## src/clock_reset_regs.vh

```
// register offsets, field positions, reset values and timing counts of the clock and reset unit
`ifndef CLOCK_RESET_REGS_VH
`define CLOCK_RESET_REGS_VH
`define OFS_CONTROL 24'hff_fc40
`define OFS_FAST_PRESC 24'hff_fc42
`define OFS_SLOW_PRESC 24'hff_fc44
`define OFS_AUX_PRESC 24'hff_fc46
`define CTL_SLOW_SEL 0
`define CTL_FAST_SEL 1
`define CTL_PLL_PWD 2
`define CTL_AUX1_EN 3
`define CTL_AUX2_EN 4
`define CTL_POR 5
`define RST_CONTROL 8'h26
`define RST_FAST_PRESC 8'h4f
`define RST_SLOW_PRESC 8'hb6
`define RST_AUX_PRESC 8'hff
`define MODE_X3 3'h3
`define MODE_X4 3'h4
`define MODE_X5 3'h5
`define SLOW_TIMER_LOAD 6'h3f
`define POR_TIMER_LOAD 14'h3fff
`define PLL_LOCK_CYCLES 16'h0040
`endif

```

## src/clock_and_reset_unit.v

```verilog
// clock and reset unit: slow clock, pll handshake, dividers, aux clocks, resets, avalon registers
//
// Register access over Avalon-MM is this design's own decision.
`include "clock_reset_regs.vh"
`default_nettype none
module clock_and_reset_unit #(
    parameter [15:0] PLL_LOCK = `PLL_LOCK_CYCLES
) (
    input wire CLK,
    input wire RSTN,
    input wire POWER_UP,
    input wire EXT_RESET_N,
    input wire MAIN_STABLE,
    input wire STOP_SLOW_OSC,
    input wire STOP_PLL,
    input wire OSC32_IN,
    input wire [23:0] ADDRESS,
    input wire READ,
    input wire WRITE,
    input wire [31:0] WRITEDATA,
    input wire [3:0] BYTEENABLE,
    output reg [31:0] READDATA,
    output reg WAITREQUEST,
    output reg [1:0] RESPONSE,
    output reg OSC32_ENABLE,
    output reg SLOW_STABLE,
    output reg SLOW_CLK,
    output reg MAIN_PRESC_ON,
    output reg PLL_ENABLE,
    output reg [2:0] PLL_MODE,
    output reg SYS_FROM_PLL,
    output reg SYS_TICK,
    output reg AUX1_CLK,
    output reg AUX2_CLK,
    output reg SYS_RESET_N,
    output reg POR_FLAG
);

////////////////////////////////////////////////////////////////////////////////
// register bus: one wait cycle, then answer
// one word access per byte register, low lane only
// take: read or write high with no answer pending
// answer: waitrequest low on the following edge
// the write lands on the answer edge, not the take edge
// read data is registered at the take and stands one cycle
// a master still holding its strobe after the answer starts a new take
// on the edge after that, since the pending answer blocks the answer edge
// upper lanes of writedata are ignored; byteenable bit 0 gates writes
// unmapped offsets answer with a slave error and zero data
// full 24-bit address decode, so no register has an alias
reg [7:0] control_ff;
reg [7:0] fast_presc_ff;
reg [7:0] slow_presc_ff;
reg [7:0] aux_presc_ff;
reg ack_ff;
reg pll_stable_ff;
reg [15:0] lock_cnt_ff;
reg osc_toggling_ff;
wire req = (READ | WRITE) & ~ack_ff;
wire wr = WRITE & ack_ff & BYTEENABLE[0];
wire hit_ctl = ADDRESS == `OFS_CONTROL;
wire hit_fast = ADDRESS == `OFS_FAST_PRESC;
wire hit_slow = ADDRESS == `OFS_SLOW_PRESC;
wire hit_aux = ADDRESS == `OFS_AUX_PRESC;
wire mapped = hit_ctl | hit_fast | hit_slow | hit_aux;
wire [7:0] wd = WRITEDATA[7:0];

// byte-select function reused for read mux
function [7:0] pick;
    input [1:0] sel;
    input [7:0] a, b, c, d;
    begin
        case (sel)
            2'h0: pick = a;
            2'h1: pick = b;
            2'h2: pick = c;
            default: pick = d;
        endcase
    end
endfunction

always @(posedge CLK or negedge RSTN) begin
    if (!RSTN) begin
        ack_ff <= 1'b0;
        WAITREQUEST <= 1'b1;
        READDATA <= 32'h0000_0000;
        RESPONSE <= 2'h0;
    end else begin
        ack_ff <= req;
        WAITREQUEST <= ~req;
        // unmapped addresses answer with slave error and zero data
        RESPONSE <= (req & ~mapped) ? 2'h2 : 2'h0;
        if (req & READ)
            READDATA <= {24'h00_0000, mapped ? pick(ADDRESS[2:1],
                {2'h0, control_ff[5:2], control_ff[1] | ~pll_stable_ff, control_ff[0]},
                fast_presc_ff, slow_presc_ff, aux_presc_ff) : 8'h00};
        else
            READDATA <= 32'h0000_0000;
    end
end

////////////////////////////////////////////////////////////////////////////////
// control register with guarded writes
// the select, power-down and power-on bits each have their own guard, so one write may be half taken
// fast select: setting always works, clearing needs power and lock
// power-down: clearing always works, setting needs main clock selected
// the two guards together keep the system clock off a dead pll
// slow select: only taken while the oscillator is seen toggling
// loss of toggling later also forces the slow select back to zero
// power-on bit: software may clear it, never set it
// power-up detect sets it and wins over a clear in the same cycle
// reserved bits 7:6 are never stored and always read zero
// prescaler registers take the whole byte except fast bit 7
reg [7:0] nxt_control;
always @* begin
    nxt_control = control_ff;
    if (wr & hit_ctl) begin
        nxt_control[`CTL_SLOW_SEL] = wd[0] & osc_toggling_ff;
        // pll select only taken when powered and locked
        if (wd[1])
            nxt_control[`CTL_FAST_SEL] = 1'b1;
        else if (!control_ff[`CTL_PLL_PWD] && pll_stable_ff)
            nxt_control[`CTL_FAST_SEL] = 1'b0;
        if (!wd[2])
            nxt_control[`CTL_PLL_PWD] = 1'b0;
        else if (control_ff[`CTL_FAST_SEL])
            nxt_control[`CTL_PLL_PWD] = 1'b1;
        nxt_control[`CTL_AUX1_EN] = wd[3];
        nxt_control[`CTL_AUX2_EN] = wd[4];
        if (!wd[5])
            nxt_control[`CTL_POR] = 1'b0;
        nxt_control[7:6] = 2'h0;
    end
    // oscillator loss forces back to prescaled main clock
    if (!osc_toggling_ff)
        nxt_control[`CTL_SLOW_SEL] = 1'b0;
    if (POWER_UP)
        nxt_control[`CTL_POR] = 1'b1;
end

always @(posedge CLK or negedge RSTN) begin
    if (!RSTN) begin
        control_ff <= `RST_CONTROL;
        fast_presc_ff <= `RST_FAST_PRESC;
        slow_presc_ff <= `RST_SLOW_PRESC;
        aux_presc_ff <= `RST_AUX_PRESC;
    end else begin
        control_ff <= nxt_control;
        // software must not touch this while on the pll; hardware does not stop it
        if (wr & hit_fast)
            fast_presc_ff <= {1'b0, wd[6:0]};
        if (wr & hit_slow)
            slow_presc_ff <= wd;
        if (wr & hit_aux)
            aux_presc_ff <= wd;
    end
end

////////////////////////////////////////////////////////////////////////////////
// slow oscillator start-up timer and activity detector
// the oscillator input is asynchronous to the main clock
// two flops synchronise it; the third only marks edges
// the start-up timer counts synchronised rising edges
// so its run time scales with the crystal, not the main clock
// slow stable goes high one cycle after the timer hits zero
// a stop request drops it at once and reloads the timer
// activity detector: any edge within 1024 main cycles
// a crystal slower than that window would be seen as dead
// the window is fixed; the prescaled main clock is the fallback
reg [5:0] slow_timer_ff;
reg osc_s1_ff, osc_s2_ff, osc_s3_ff;
reg [9:0] osc_idle_ff;
always @(posedge CLK or negedge RSTN) begin
    if (!RSTN) begin
        slow_timer_ff <= `SLOW_TIMER_LOAD;
        OSC32_ENABLE <= 1'b0;
        SLOW_STABLE <= 1'b0;
        osc_s1_ff <= 1'b0;
        osc_s2_ff <= 1'b0;
        osc_s3_ff <= 1'b0;
        osc_idle_ff <= 10'h000;
        osc_toggling_ff <= 1'b0;
    end else begin
        osc_s1_ff <= OSC32_IN;
        osc_s2_ff <= osc_s1_ff;
        osc_s3_ff <= osc_s2_ff;
        if (STOP_SLOW_OSC) begin
            slow_timer_ff <= `SLOW_TIMER_LOAD;
            OSC32_ENABLE <= 1'b0;
            SLOW_STABLE <= 1'b0;
        end else begin
            OSC32_ENABLE <= 1'b1;
            // timer steps on oscillator rising edges, halts at zero
            if (slow_timer_ff != 6'h00 && osc_s2_ff && !osc_s3_ff)
                slow_timer_ff <= slow_timer_ff - 6'h01;
            SLOW_STABLE <= slow_timer_ff == 6'h00;
        end
        // no edge for 1024 main cycles counts as a dead oscillator
        if (osc_s2_ff != osc_s3_ff) begin
            osc_idle_ff <= 10'h000;
            osc_toggling_ff <= 1'b1;
        end else if (osc_idle_ff != 10'h3ff) begin
            osc_idle_ff <= osc_idle_ff + 10'h001;
        end else begin
            osc_toggling_ff <= 1'b0;
        end
    end
end

////////////////////////////////////////////////////////////////////////////////
// slow clock: divide main by 2*(n+1), or follow the oscillator
// the counter toggles the prescaled level every n+1 main cycles
// so a full slow period is 2*(n+1) main cycles, 2 through 512
// the counter is held at zero while the oscillator is chosen
// which stands in for stopping the prescaler to save power
// a prescaler write applies to the half period in progress; a value at or below the count ends it at the next edge
// no speed check here: software keeps the result under 100 kHz
// the oscillator path uses the synchronised level, two cycles late
// switching sources may stretch or shorten one slow period
reg [7:0] slow_cnt_ff;
reg presc_clk_ff;
always @(posedge CLK or negedge RSTN) begin
    if (!RSTN) begin
        slow_cnt_ff <= 8'h00;
        presc_clk_ff <= 1'b0;
        SLOW_CLK <= 1'b0;
        MAIN_PRESC_ON <= 1'b1;
    end else begin
        MAIN_PRESC_ON <= ~control_ff[`CTL_SLOW_SEL];
        if (control_ff[`CTL_SLOW_SEL]) begin
            slow_cnt_ff <= 8'h00;
        end else if (slow_cnt_ff >= slow_presc_ff) begin
            slow_cnt_ff <= 8'h00;
            presc_clk_ff <= ~presc_clk_ff;
        end else begin
            slow_cnt_ff <= slow_cnt_ff + 8'h01;
        end
        SLOW_CLK <= control_ff[`CTL_SLOW_SEL] ? osc_s2_ff : presc_clk_ff;
    end
end

////////////////////////////////////////////////////////////////////////////////
// pll power and lock model: lock after a fixed settle count
// the pll runs only with power-down clear and no stop request
// lock comes pll_lock+1 cycles after both conditions hold
// any drop of power clears the lock at once
// the system clock follows the pll only while it is locked
// so a stop request forces a fall back to the main clock
// the mode output is filtered so reserved codes never leave the block
// software must not change the mode while running from the pll
always @(posedge CLK or negedge RSTN) begin
    if (!RSTN) begin
        lock_cnt_ff <= 16'h0000;
        pll_stable_ff <= 1'b0;
        PLL_ENABLE <= 1'b0;
        PLL_MODE <= `MODE_X4;
        SYS_FROM_PLL <= 1'b0;
    end else begin
        PLL_ENABLE <= ~control_ff[`CTL_PLL_PWD] & ~STOP_PLL;
        // reserved codes fall back to x4 so the pll never sees them
        PLL_MODE <= (fast_presc_ff[6:4] == `MODE_X3 || fast_presc_ff[6:4] == `MODE_X5) ?
            fast_presc_ff[6:4] : `MODE_X4;
        if (control_ff[`CTL_PLL_PWD] || STOP_PLL) begin
            lock_cnt_ff <= 16'h0000;
            pll_stable_ff <= 1'b0;
        end else if (lock_cnt_ff < PLL_LOCK) begin
            lock_cnt_ff <= lock_cnt_ff + 16'h0001;
        end else begin
            pll_stable_ff <= 1'b1;
        end
        SYS_FROM_PLL <= ~control_ff[`CTL_FAST_SEL] & pll_stable_ff;
    end
end

////////////////////////////////////////////////////////////////////////////////
// system divider and two aux prescalers, one tick per n+1 main cycles
// ticks are one-cycle enables, not divided clocks, to keep one domain
// divisor zero gives a tick on every cycle
// aux counters restart from zero whenever their gate closes
// so the first tick after enabling comes a full period later
// the aux gate needs both the enable bit and a stable main clock
reg [3:0] sys_cnt_ff;
reg [3:0] aux_cnt_ff [0:1];
wire [1:0] aux_en = control_ff[4:3] & {2{MAIN_STABLE}};
always @(posedge CLK or negedge RSTN) begin
    if (!RSTN) begin
        sys_cnt_ff <= 4'h0;
        SYS_TICK <= 1'b0;
    end else if (sys_cnt_ff >= fast_presc_ff[3:0]) begin
        sys_cnt_ff <= 4'h0;
        SYS_TICK <= 1'b1;
    end else begin
        sys_cnt_ff <= sys_cnt_ff + 4'h1;
        SYS_TICK <= 1'b0;
    end
end

reg [1:0] aux_tick_ff;
genvar g;
generate
    for (g = 0; g < 2; g = g + 1) begin : aux
        always @(posedge CLK or negedge RSTN) begin
            if (!RSTN) begin
                aux_cnt_ff[g] <= 4'h0;
                aux_tick_ff[g] <= 1'b0;
            end else if (!aux_en[g]) begin
                aux_cnt_ff[g] <= 4'h0;
                aux_tick_ff[g] <= 1'b0;
            end else if (aux_cnt_ff[g] >= aux_presc_ff[4*g+3 -: 4]) begin
                aux_cnt_ff[g] <= 4'h0;
                aux_tick_ff[g] <= 1'b1;
            end else begin
                aux_cnt_ff[g] <= aux_cnt_ff[g] + 4'h1;
                aux_tick_ff[g] <= 1'b0;
            end
        end
    end
endgenerate

always @(posedge CLK or negedge RSTN) begin
    if (!RSTN) begin
        AUX1_CLK <= 1'b0;
        AUX2_CLK <= 1'b0;
    end else begin
        AUX1_CLK <= aux_tick_ff[0];
        AUX2_CLK <= aux_tick_ff[1];
    end
end

////////////////////////////////////////////////////////////////////////////////
// power-on timer and internal reset
reg [13:0] por_timer_ff;
always @(posedge CLK or negedge RSTN) begin
    if (!RSTN) begin
        por_timer_ff <= `POR_TIMER_LOAD;
        SYS_RESET_N <= 1'b0;
        POR_FLAG <= 1'b0;
    end else begin
        if (POWER_UP)
            por_timer_ff <= `POR_TIMER_LOAD;
        else if (por_timer_ff != 14'h0000)
            por_timer_ff <= por_timer_ff - 14'h0001;
        SYS_RESET_N <= ~POWER_UP & (por_timer_ff == 14'h0000) & EXT_RESET_N;
        POR_FLAG <= control_ff[`CTL_POR];
    end
end

endmodule
`default_nettype wire

```

## config.mk

```make
export PLATFORM = sky130hd
export DESIGN_NAME = clock_and_reset_unit
export DESIGN_NICKNAME = d
export VERILOG_FILES = /design/src/clock_and_reset_unit.v
export VERILOG_INCLUDE_DIRS = /design/src
export SDC_FILE = /design/constraint.sdc
export NUM_CORES = 1
export LEC_CHECK = 0
export CAP_MARGIN = 20
export CORE_UTILIZATION = 48
export DETAILED_ROUTE_END_ITERATION = 10
export DONT_BUFFER_PORTS = 1
export PLACE_DENSITY = 0.64
export SETUP_SLACK_MARGIN = 0.5
export SYNTH_ARGS = -nofsm -noshare
export SYNTH_HDL_FRONTEND = slang
export SYNTH_SLANG_ARGS = --single-unit
```

## constraint.sdc

```tcl
create_clock -name CLK -period 1.76 [get_ports CLK]
set_input_delay 0.176 -clock CLK [delete_from_list [all_inputs] [get_ports CLK]]
set_output_delay 0.176 -clock CLK [all_outputs]
set_load 0.05 [all_outputs]
```

==> impl_metrics.toml, run 1 <==
[outcome]
status = "finished, violations left"
violations = "hold timing, setup timing"

[pwr]
leakage_nw = 3.87
power_density_mw_per_mm2 = 853
clkPwrFrac_pct = 46.2
seq_power_share_pct = 43.3
combPwrFrac_pct = 10.5
p_int_w = 0.00565
ir_drop_mv = 0.788
netSwitchingFraction_pct = 25.0
net-switching-power_w = 0.00189

[logic_synthesis]
ys.flop_type = "dfrtp_1"
synth_cell_types = 71
yosysMostFrequentCell = "dfrtp_1"
synth_cells = 556
ys_top_cells_by_count = "dfrtp_1 (84), dfstp_2 (44), nor2_1 (43)"
synth.top_cell.area_share_pct = 33.0
synth-seq-area-share_pct = 51.2
async_reset_ff_share_pct = 100
yosysWarnings = 0
synth_area_leader_cell = "dfrtp_1"
synthTopCellsByArea = "dfrtp_1 (33%), dfstp_2 (18%), ha_1 (5.9%)"
avgSynthCellArea_um2 = 11.4
synth_area_mm2 = 0.00636
synth-edff-count = 0
ys_ff_latch = 128

[die]
core_area_mm2 = 0.0128
dieArea_mm2 = 0.0137
die_height_um = 117
start_util_pct = 49.8
chipWidth_um = 117
io_pins = 119
rows = 41

[grt]
globalRouteOverflowTotal = 0
antenna_found_initial = 0
grt_start_max_net_pins = 129
grt_pass1_vias = 4594
grt_first_pass_wirelength_um = 22800
gr-usage-all-layers_pct = 22.4

[timing]
worst_pin_slew_ns = 0.752
min_period_ns = 1.77
setup_viol = 1
drv_slew = 0
finClkSkew_ns = 0.00886
rsz0062_at_grt = "true"
finalCritPeriodShare_pct = 101
setup_ws_ns = -0.0103
finalSetupTns_ns = -0.0103
worst_hold_slack_ns = -0.549
timing.fmax_mhz = 565
hold_viol_final = 128
max_slew_margin_pct = 49.7

[clock_network]
clkTransAtPathRegs_ns = 0.06
clock-sinks = 128
clk_path_buf_depth = 2
cts_hold_buf = 18
cts-root-buf = "clkbuf_16"
clock_latency_ns = 0.42
tritoncts = "done"
cts_buffers = 17
htreeDepth = 4

[cells_and_area]
drive_gt1_share_pct = 47.5
n_antenna_cell = 0
post-route-util_pct = 69.1
postLayoutCellArea_mm2 = 0.00883
fin_nets = 758
instances_no_fill = 843
area_growth_syn_to_layout_pct = 38.8

[drt]
drc_errors = 0
drtIter0Drc = 236
postRouteAntennaNets = 0
via_per_inst = 5.41
wl_um = 14900
wl_per_cell_um = 17.7
drtPass1Iterations = 4
via_count = 4557

[setup_path]
cp_max_fo = 3
slowest_stage = "dfstp_2"
cp_top_family = "flip-flops"
crit_required_ns = 2.06
path_buf_inv = 1
path_class = "flip-flop to flip-flop"
cpPeakStageDelay_ns = 0.54
worstPathArrival_ns = 2.07
cp-start-kind = "flip-flop"
setup.worst_path.end_class = "flip-flop"
crit_chain = "inv_2, ha_4, nand4_1, a32o_1, or3_1"

[job]
drv_cap = 0

[place]
dp.cells = 749
hpwl_um = 8950
place_ws_ns = -0.218
io_buffers = 0
gp_congestion = 0.778
place_area_mm2 = 0.00706

[worst_hold_path]
min_path_type = "input port to async pin"
[flip-flops by register name (all words and copies together) (netlist names), 2 cells and up]
| name | cells |
|---|---|
| lock_cnt_ff | 16 |
| por_timer_ff | 14 |
| osc_idle_ff | 10 |
| READDATA | 8 |
| aux_cnt_ff | 8 |
| aux_presc_ff | 8 |
| slow_cnt_ff | 8 |
| slow_presc_ff | 8 |
| fast_presc_ff | 7 |
| control_ff | 6 |
| slow_timer_ff | 6 |
| sys_cnt_ff | 4 |
| PLL_MODE | 3 |
| aux_tick_ff | 2 |
[cells in the final DEF (no fill, tap or decap), drive strengths merged, types with 5 or more instances in the layout]
| master | n |
|---|---|
| xor2 | 13 |
| clkbuf | 22 |
| nor4 | 11 |
| buf | 76 |
| dfrtp | 84 |
| nor2b | 9 |
| inv | 39 |
| or2 | 6 |
| dfstp | 44 |
| a211oi | 8 |
| mux4 | 6 |
| ha | 30 |
| and4 | 5 |
| clkinv | 6 |
| or4 | 6 |
| nor3 | 8 |
| and2 | 11 |
| conb | 25 |
| and3 | 10 |
| xnor2 | 10 |
| nand2 | 23 |
| mux2 | 24 |
| dlygate4sd3 | 18 |
| nand2b | 5 |
| nand4 | 11 |
| nand3 | 18 |
| o21ai | 8 |
| mux2i | 12 |
| nor2 | 44 |
| a21oi | 16 |
[cells by family (layout without fill, tap and decap cells)]
| family | count (synthesis) | count (layout) | share of synthesized area, % |
|---|---|---|---|
| compound gates | 67 | 67 | 7.46 |
| xor+xnor | 23 | 23 | 3.17 |
| fa+ha+maj | 30 | 30 | 5.90 |
| buf+inv | 76 | 166 | 6.39 |
| flops | 128 | 128 | 51.2 |
| mux | 42 | 42 | 8.26 |
| other cells | 1 | 25 | 0.0590 |
| simple gates | 189 | 190 | 17.5 |
[cell type report]
cell class / instances / area, um^2
Fill cell: 880 / 3940
Multi-Input combinational cell: 377 / 3730
Sequential cell: 128 / 3260
Timing Repair Buffer: 94 / 876
Clock buffer: 22 / 484
Tap cell: 172 / 215
Inverter: 40 / 159
Clock inverter: 10 / 109
[worst reg2reg max path: cells and delay by family (launching register included)]
| family | cells | cell delay [ns] |
|---|---|---|
| fa+ha+maj | 1 | 0.25 |
| buf+inv | 1 | 0.04 |
| simple gates | 2 | 0.54 |
| flops | 1 | 0.54 |
| compound gates | 1 | 0.28 |
[worst paths after layout]
| check | startpoint | cells past startpoint | to | slack [ns] |
|---|---|---|---|---|
| worst max-delay path | slow_presc_ff[7] | 5 | presc_clk_ff | -0.01 |
| worst min-delay path | RSTN | 0 | lock_cnt_ff[12] | -0.55 |
| worst max register to register | slow_presc_ff[7] | 5 | presc_clk_ff | -0.01 |
| worst min register to register | osc_s1_ff | 0 | osc_s2_ff | 0.35 |
| max in group asynchronous | RSTN | 0 | slow_timer_ff[3] | 2.04 |
| min in group CLK | ADDRESS[1] | 2 | READDATA[7] | 0.04 |
[per-layer routing]
layer / up-vias / part of all wire [%] / global-route usage (%)
met2: 100 / 53 / 37.9
met4: 0 / 0.89 / 8.95
met1: 2310 / 42 / 27.8
met3: 12 / 4.1 / 5.20
li1: 2135 / - / -
met5: - / 0 / 0
[metrics by stage]
stage          hold slack, ns  total power (W)
2_1_floorplan          -0.120          0.00379
6_report               -0.549          0.00753
3_3_place_gp           -0.115          0.00382
4_1_cts                -0.563          0.00752
5_1_grt                -0.570          0.00781
3_5_place_dp           -0.116          0.00384
[power groups by stage]
stage                     registers (W)  clock network [W]  logic [W]
final                           0.00326            0.00348   0.000788
after global routing            0.00327            0.00367   0.000867
after CTS                       0.00326            0.00353   0.000731
after detailed placement        0.00330                  0   0.000541
after global placement          0.00330                  0   0.000525
after floorplan                 0.00329                  0   0.000500
[repair_timing]
| item | in CTS | in global routing |
|---|---|---|
| setup buffers | 26 | 17 |
| gates resized for setup | 108 | 41 |
| hold endpoints to repair | 196 | 128 |
| pin swaps | 39 | 47 |
| cloned | 1 | 0 |
| setup endpoints to repair | 96 | 109 |
Power figures use the tool's default switching activity.
==> run 2: changes to the inputs <==
Settings changed: BUFFER_PORTS_ARGS set to -buffer_cell sky130_fd_sc_hd__buf_2, DONT_BUFFER_PORTS 1 to unset, PLACE_DENSITY 0.64 to 0.72.
==> run 2 against run 1 <==
The run ends with setup timing left. Register-to-register slack got worse by 0.08 ns. Non-clock buffer count rose by 58. Critical path depth rose by 2. Hold slack better by 0.58 ns.
==> impl_metrics.toml, run 2 (synthesis gave the netlist of run 1 again) <==
[clock_network]
clk_path_buf_depth = 2
cts_buffers = 17
htreeDepth = 4
clock_latency_ns = 0.43
cts-root-buf = "clkbuf_16"
tritoncts = "done"
clock-sinks = 128
clkTransAtPathRegs_ns = 0.06

[cells_and_area]
top_register = "lock_cnt_ff"
area_growth_syn_to_layout_pct = 45.5
instances_no_fill = 903
largest_reg_flops = 16
final_cell_mix = "dfrtp_1 (84), buf_2 (59), buf_4 (56)"
final_common_cell = "dfrtp_1"
postLayoutCellArea_mm2 = 0.00926
fin_nets = 817
reg_top3 = "lock_cnt_ff (16), por_timer_ff (14), osc_idle_ff (10)"
drive_gt1_share_pct = 54.2

[grt]
grt_first_pass_wirelength_um = 24900
grt_pass1_vias = 5181
grt_start_max_net_pins = 43
globalRouteOverflowTotal = 0
antenna_found_initial = 1
gr-usage-all-layers_pct = 24.3

[timing]
finalCritPeriodShare_pct = 105
setup_viol = 10
setup_ws_ns = -0.0909
rsz0062_at_grt = "true"
drv_slew = 0
timing.fmax_mhz = 540
hold_viol_final = 0
finClkSkew_ns = 0.0130
min_period_ns = 1.85
finalSetupTns_ns = -0.516

[place]
place_area_mm2 = 0.00744
gp_congestion = 0.830
io_buffers = 66
dp.cells = 819
hpwl_um = 9440

[job]
drv_cap = 0

[setup_path]
setup.worst_path.end_class = "flip-flop"
crit_required_ns = 2.10
path_class = "flip-flop to flip-flop"
worstPathArrival_ns = 2.19
cp-start-kind = "flip-flop"
cp_max_fo = 8

[worst_hold_path]
min_path_type = "input port to flip-flop"

[die]
die_height_um = 117
io_pins = 119
core_area_mm2 = 0.0128
chipWidth_um = 117
rows = 41
start_util_pct = 49.8
dieArea_mm2 = 0.0137

[drt]
via_count = 4893
wl_um = 16500
wl_per_cell_um = 18.3
via_per_inst = 5.42
drc_errors = 0
drtPass1Iterations = 4
postRouteAntennaNets = 0
drtIter0Drc = 277

[outcome]
status = "finished, violations left"
violations = "setup timing"

[pwr]
leakage_nw = 4.19
ir_drop_mv = 0.691
totalPowerFinal_w = 0.00813
power_density_mw_per_mm2 = 878
-- run 2: report_power, final --
group | switching (W) | internal (W) | total (W)
registers | 0.0000954 | 0.00306 | 0.00316
clock network | 0.00134 | 0.00254 | 0.00388
logic | 0.000651 | 0.000441 | 0.00109
-- run 2: area by class of cell --
type                       count  area (um^2)
inverter                      40          156
clock buffer                  18          439
tap                          172          215
antenna                        1         2.50
timing repair buffer         152         1160
multi-input combinational    377         3800
clock inverter                14          214
sequential                   128         3260
timing repair inverter         1         7.51
fill                         812         3520
-- run 2: repair_timing --
item | CTS | global route
gates cloned | 2 | 0
gates resized for setup | 110 | 53
pin swaps | 52 | 31
hold buffers | 4 | 0
buffers inserted | 27 | 18
setup endpoints to repair | 106 | 112
hold endpoints to repair | 27 | 0
-- run 2: path summary, 6_finish.rpt --
check	start	to	slack (ns)	cells after the start
max	slow_presc_ff[5]	slow_cnt_ff[4]	-0.09	7
min	WRITEDATA[6]	fast_presc_ff[6]	0.03	2
max reg2reg	slow_presc_ff[5]	slow_cnt_ff[4]	-0.09	7
min reg2reg	aux_tick_ff[1]	AUX2_CLK	0.35	0
max in group asynchronous	RSTN	MAIN_PRESC_ON	0.83	3
min in group asynchronous	RSTN	OSC32_ENABLE	0.26	2
-- run 2: metal layers --
layer	GRT usage (%)	wire length, um	vias up
met3	5.66	661	36
li1	-	-	2261
met1	27.7	6440	2468
met2	43.7	8940	128
met5	0	0	-
met4	10.3	439	0
-- run 2: worst max-delay path: stages, from the launching register on --
cell and delay [ns]:
dfstp_2 0.54, inv_2 0.05, ha_4 0.21, a211o_1 0.35, a21oi_2 0.18, buf_4 0.14, o311ai_4 0.15, nor2_1 0.16
-- run 2: through the flow --
| step | hold slack, ns | setup slack [ns] | utilization (%) |
|---|---|---|---|
| 2_1_floorplan | -0.120 | -0.0137 | - |
| 3_3_place_gp | 0.157 | -0.0898 | 58.2 |
| 3_5_place_dp | 0.167 | -0.174 | 58.2 |
| 4_1_cts | 0.0185 | -0.0202 | 69.5 |
| 5_1_grt | 0.0211 | -0.195 | 72.5 |
| 6_report | 0.0255 | -0.0909 | 72.5 |
==> run 3: changes to the inputs <==
Settings changed: PLACE_DENSITY 0.72 to 0.7, SLEW_MARGIN set to 15.
Clock period 1.76 ns to 2.15 ns, I/O delays scaled along.
==> run 3 against run 2 <==
The flow now finishes without violations. Hold slack improved by 0.018 ns. Register-to-register slack improved by 0.40 ns. Design area shrank 14%. Wire length decreased by 19%. Clock skew is 0.0067 ns lower. Setup slack improved by 0.40 ns. Via count shrank 7.7%. Count of clock-buffer cells in the layout up 7.
==> impl_metrics.toml, run 3 (synthesis gave the netlist of run 1 again) <==
[outcome]
status = "complete, no violations"

[grt]
grt_pass1_vias = 4432
globalRouteOverflowTotal = 0
gr-usage-all-layers_pct = 20.7
grt_first_pass_wirelength_um = 21400
antenna_found_initial = 0
grt_start_max_net_pins = 62

[timing]
finalCritPeriodShare_pct = 85.5
rsz0062_at_grt = "true"
finClkSkew_ns = 0.00629
setup_viol = 0
hold_viol_final = 0
finalSetupTns_ns = 0
drv_slew = 0
min_period_ns = 1.84
max_slew_margin_pct = 64.5
timing.fmax_mhz = 544
worst_pin_slew_ns = 0.528

[place]
gp_congestion = 0.818
hpwl_um = 8880
io_buffers = 66

[cells_and_area]
post-route-util_pct = 62.3
fin_nets = 760
drive_gt1_share_pct = 40.1
largest_reg_flops = 16
n_antenna_cell = 0
final_common_cell = "dfrtp_1"
top_register = "lock_cnt_ff"
area_growth_syn_to_layout_pct = 25.2
reg_top3 = "lock_cnt_ff (16), por_timer_ff (14), osc_idle_ff (10)"
final_cell_mix = "dfrtp_1 (84), buf_2 (65), dfstp_2 (44)"

[clock_network]
clock-sinks = 128
tritoncts = "done"
cts-root-buf = "clkbuf_16"
cts_buffers = 17
clk_path_buf_depth = 2
htreeDepth = 4
clock_latency_ns = 0.41
clkTransAtPathRegs_ns = 0.05

[setup_path]
cp_max_fo = 3
path_class = "flip-flop to flip-flop"
cp-start-kind = "flip-flop"
worstPathArrival_ns = 2.12
setup.worst_path.end_class = "flip-flop"
crit_required_ns = 2.43

[drt]
via_count = 4517
drtIter0Drc = 228
drtPass1Iterations = 4
drc_errors = 0
wl_um = 13300
wl_per_cell_um = 15.8
via_per_inst = 5.35
postRouteAntennaNets = 0

[die]
chipWidth_um = 117
io_pins = 119
core_area_mm2 = 0.0128
rows = 41
die_height_um = 117
dieArea_mm2 = 0.0137
start_util_pct = 49.8

[pwr]
ir_drop_mv = 0.533
totalPowerFinal_w = 0.00604
power_density_mw_per_mm2 = 759
leakage_nw = 3.66

[worst_hold_path]
min_path_type = "input port to flip-flop"

[job]
drv_cap = 0
[run 3: changes by cell type in the layout (fill, tap and decap cells not counted), moves of 9 or more]
cell,delta
buf_6,-24
buf_4,-32
mux2_4,-20
ha_4,-10
inv_1,+9
inv_2,-9
mux2_2,+19
ha_1,+9
[run 3: final timing paths]
kind                            slack (ns)        startpoint                to  depth (start not counted)
worst max-delay path                  0.31  slow_presc_ff[1]      presc_clk_ff                          5
min in group asynchronous             0.17              RSTN       SYS_RESET_N                          2
worst min-delay path                  0.04       EXT_RESET_N       SYS_RESET_N                          2
max in group asynchronous             1.34              RSTN  slow_timer_ff[4]                          3
worst max register to register        0.31  slow_presc_ff[1]      presc_clk_ff                          5
worst min register to register        0.35    aux_tick_ff[1]          AUX2_CLK                          0
[run 3: routing by layer]
layer	global-route usage, %	share of wire [%]	vias up
li1	-	-	2140
met1	25.6	44	2239
met2	34.9	50	118
met3	5.51	3.9	20
met4	7.34	1.7	0
met5	0	0	-
[run 3: what timing repair did]
item | 4_1_cts | 5_1_grt
buffers inserted | 13 | 5
resized for setup | 20 | 47
hold buffers | 3 | 0
setup endpoints to repair | 28 | 42
endpoints found under the hold margin | 90 | 0
cloned | 1 | 0
pin swaps | 17 | 21
[run 3: area by class of cell]
class                   instances  area [um^2]
fillers                       978         4810
clock buffers                  25          475
multi-input cells             377         3180
clock inverters                 7         85.1
inverters                      40          155
repair buffers                 96          589
flip-flops and latches        128         3260
well taps                     172          215
[run 3: critical path, stage by stage (launching register included)]
cell,delay [ns]
dfstp_2,0.51
inv_1,0.08
ha_4,0.26
a2111oi_4,0.42
o32ai_1,0.14
or3_1,0.31
[run 3: report_power, final]
group	switching (W)	internal (W)	total [W]	leakage (nW)
Clock	0.000964	0.00176	0.00272	0.279
Combinational	0.000477	0.000264	0.000741	1.79
Sequential	0.0000695	0.00251	0.00258	1.59
[run 3: metrics by stage]
step / hold WS, ns / worst slack [ns] / instance area, um^2 / std cells
global placement: 0.0410 / 0.188 / 6910 / 791
floorplan: -0.0806 / 0.376 / 6540 / 580
global route: 0.0353 / 0.271 / 7960 / 845
CTS: 0.0254 / 0.335 / 7700 / 840
finish: 0.0432 / 0.312 / 7960 / 845
detailed placement: 0.0448 / 0.119 / 6910 / 791
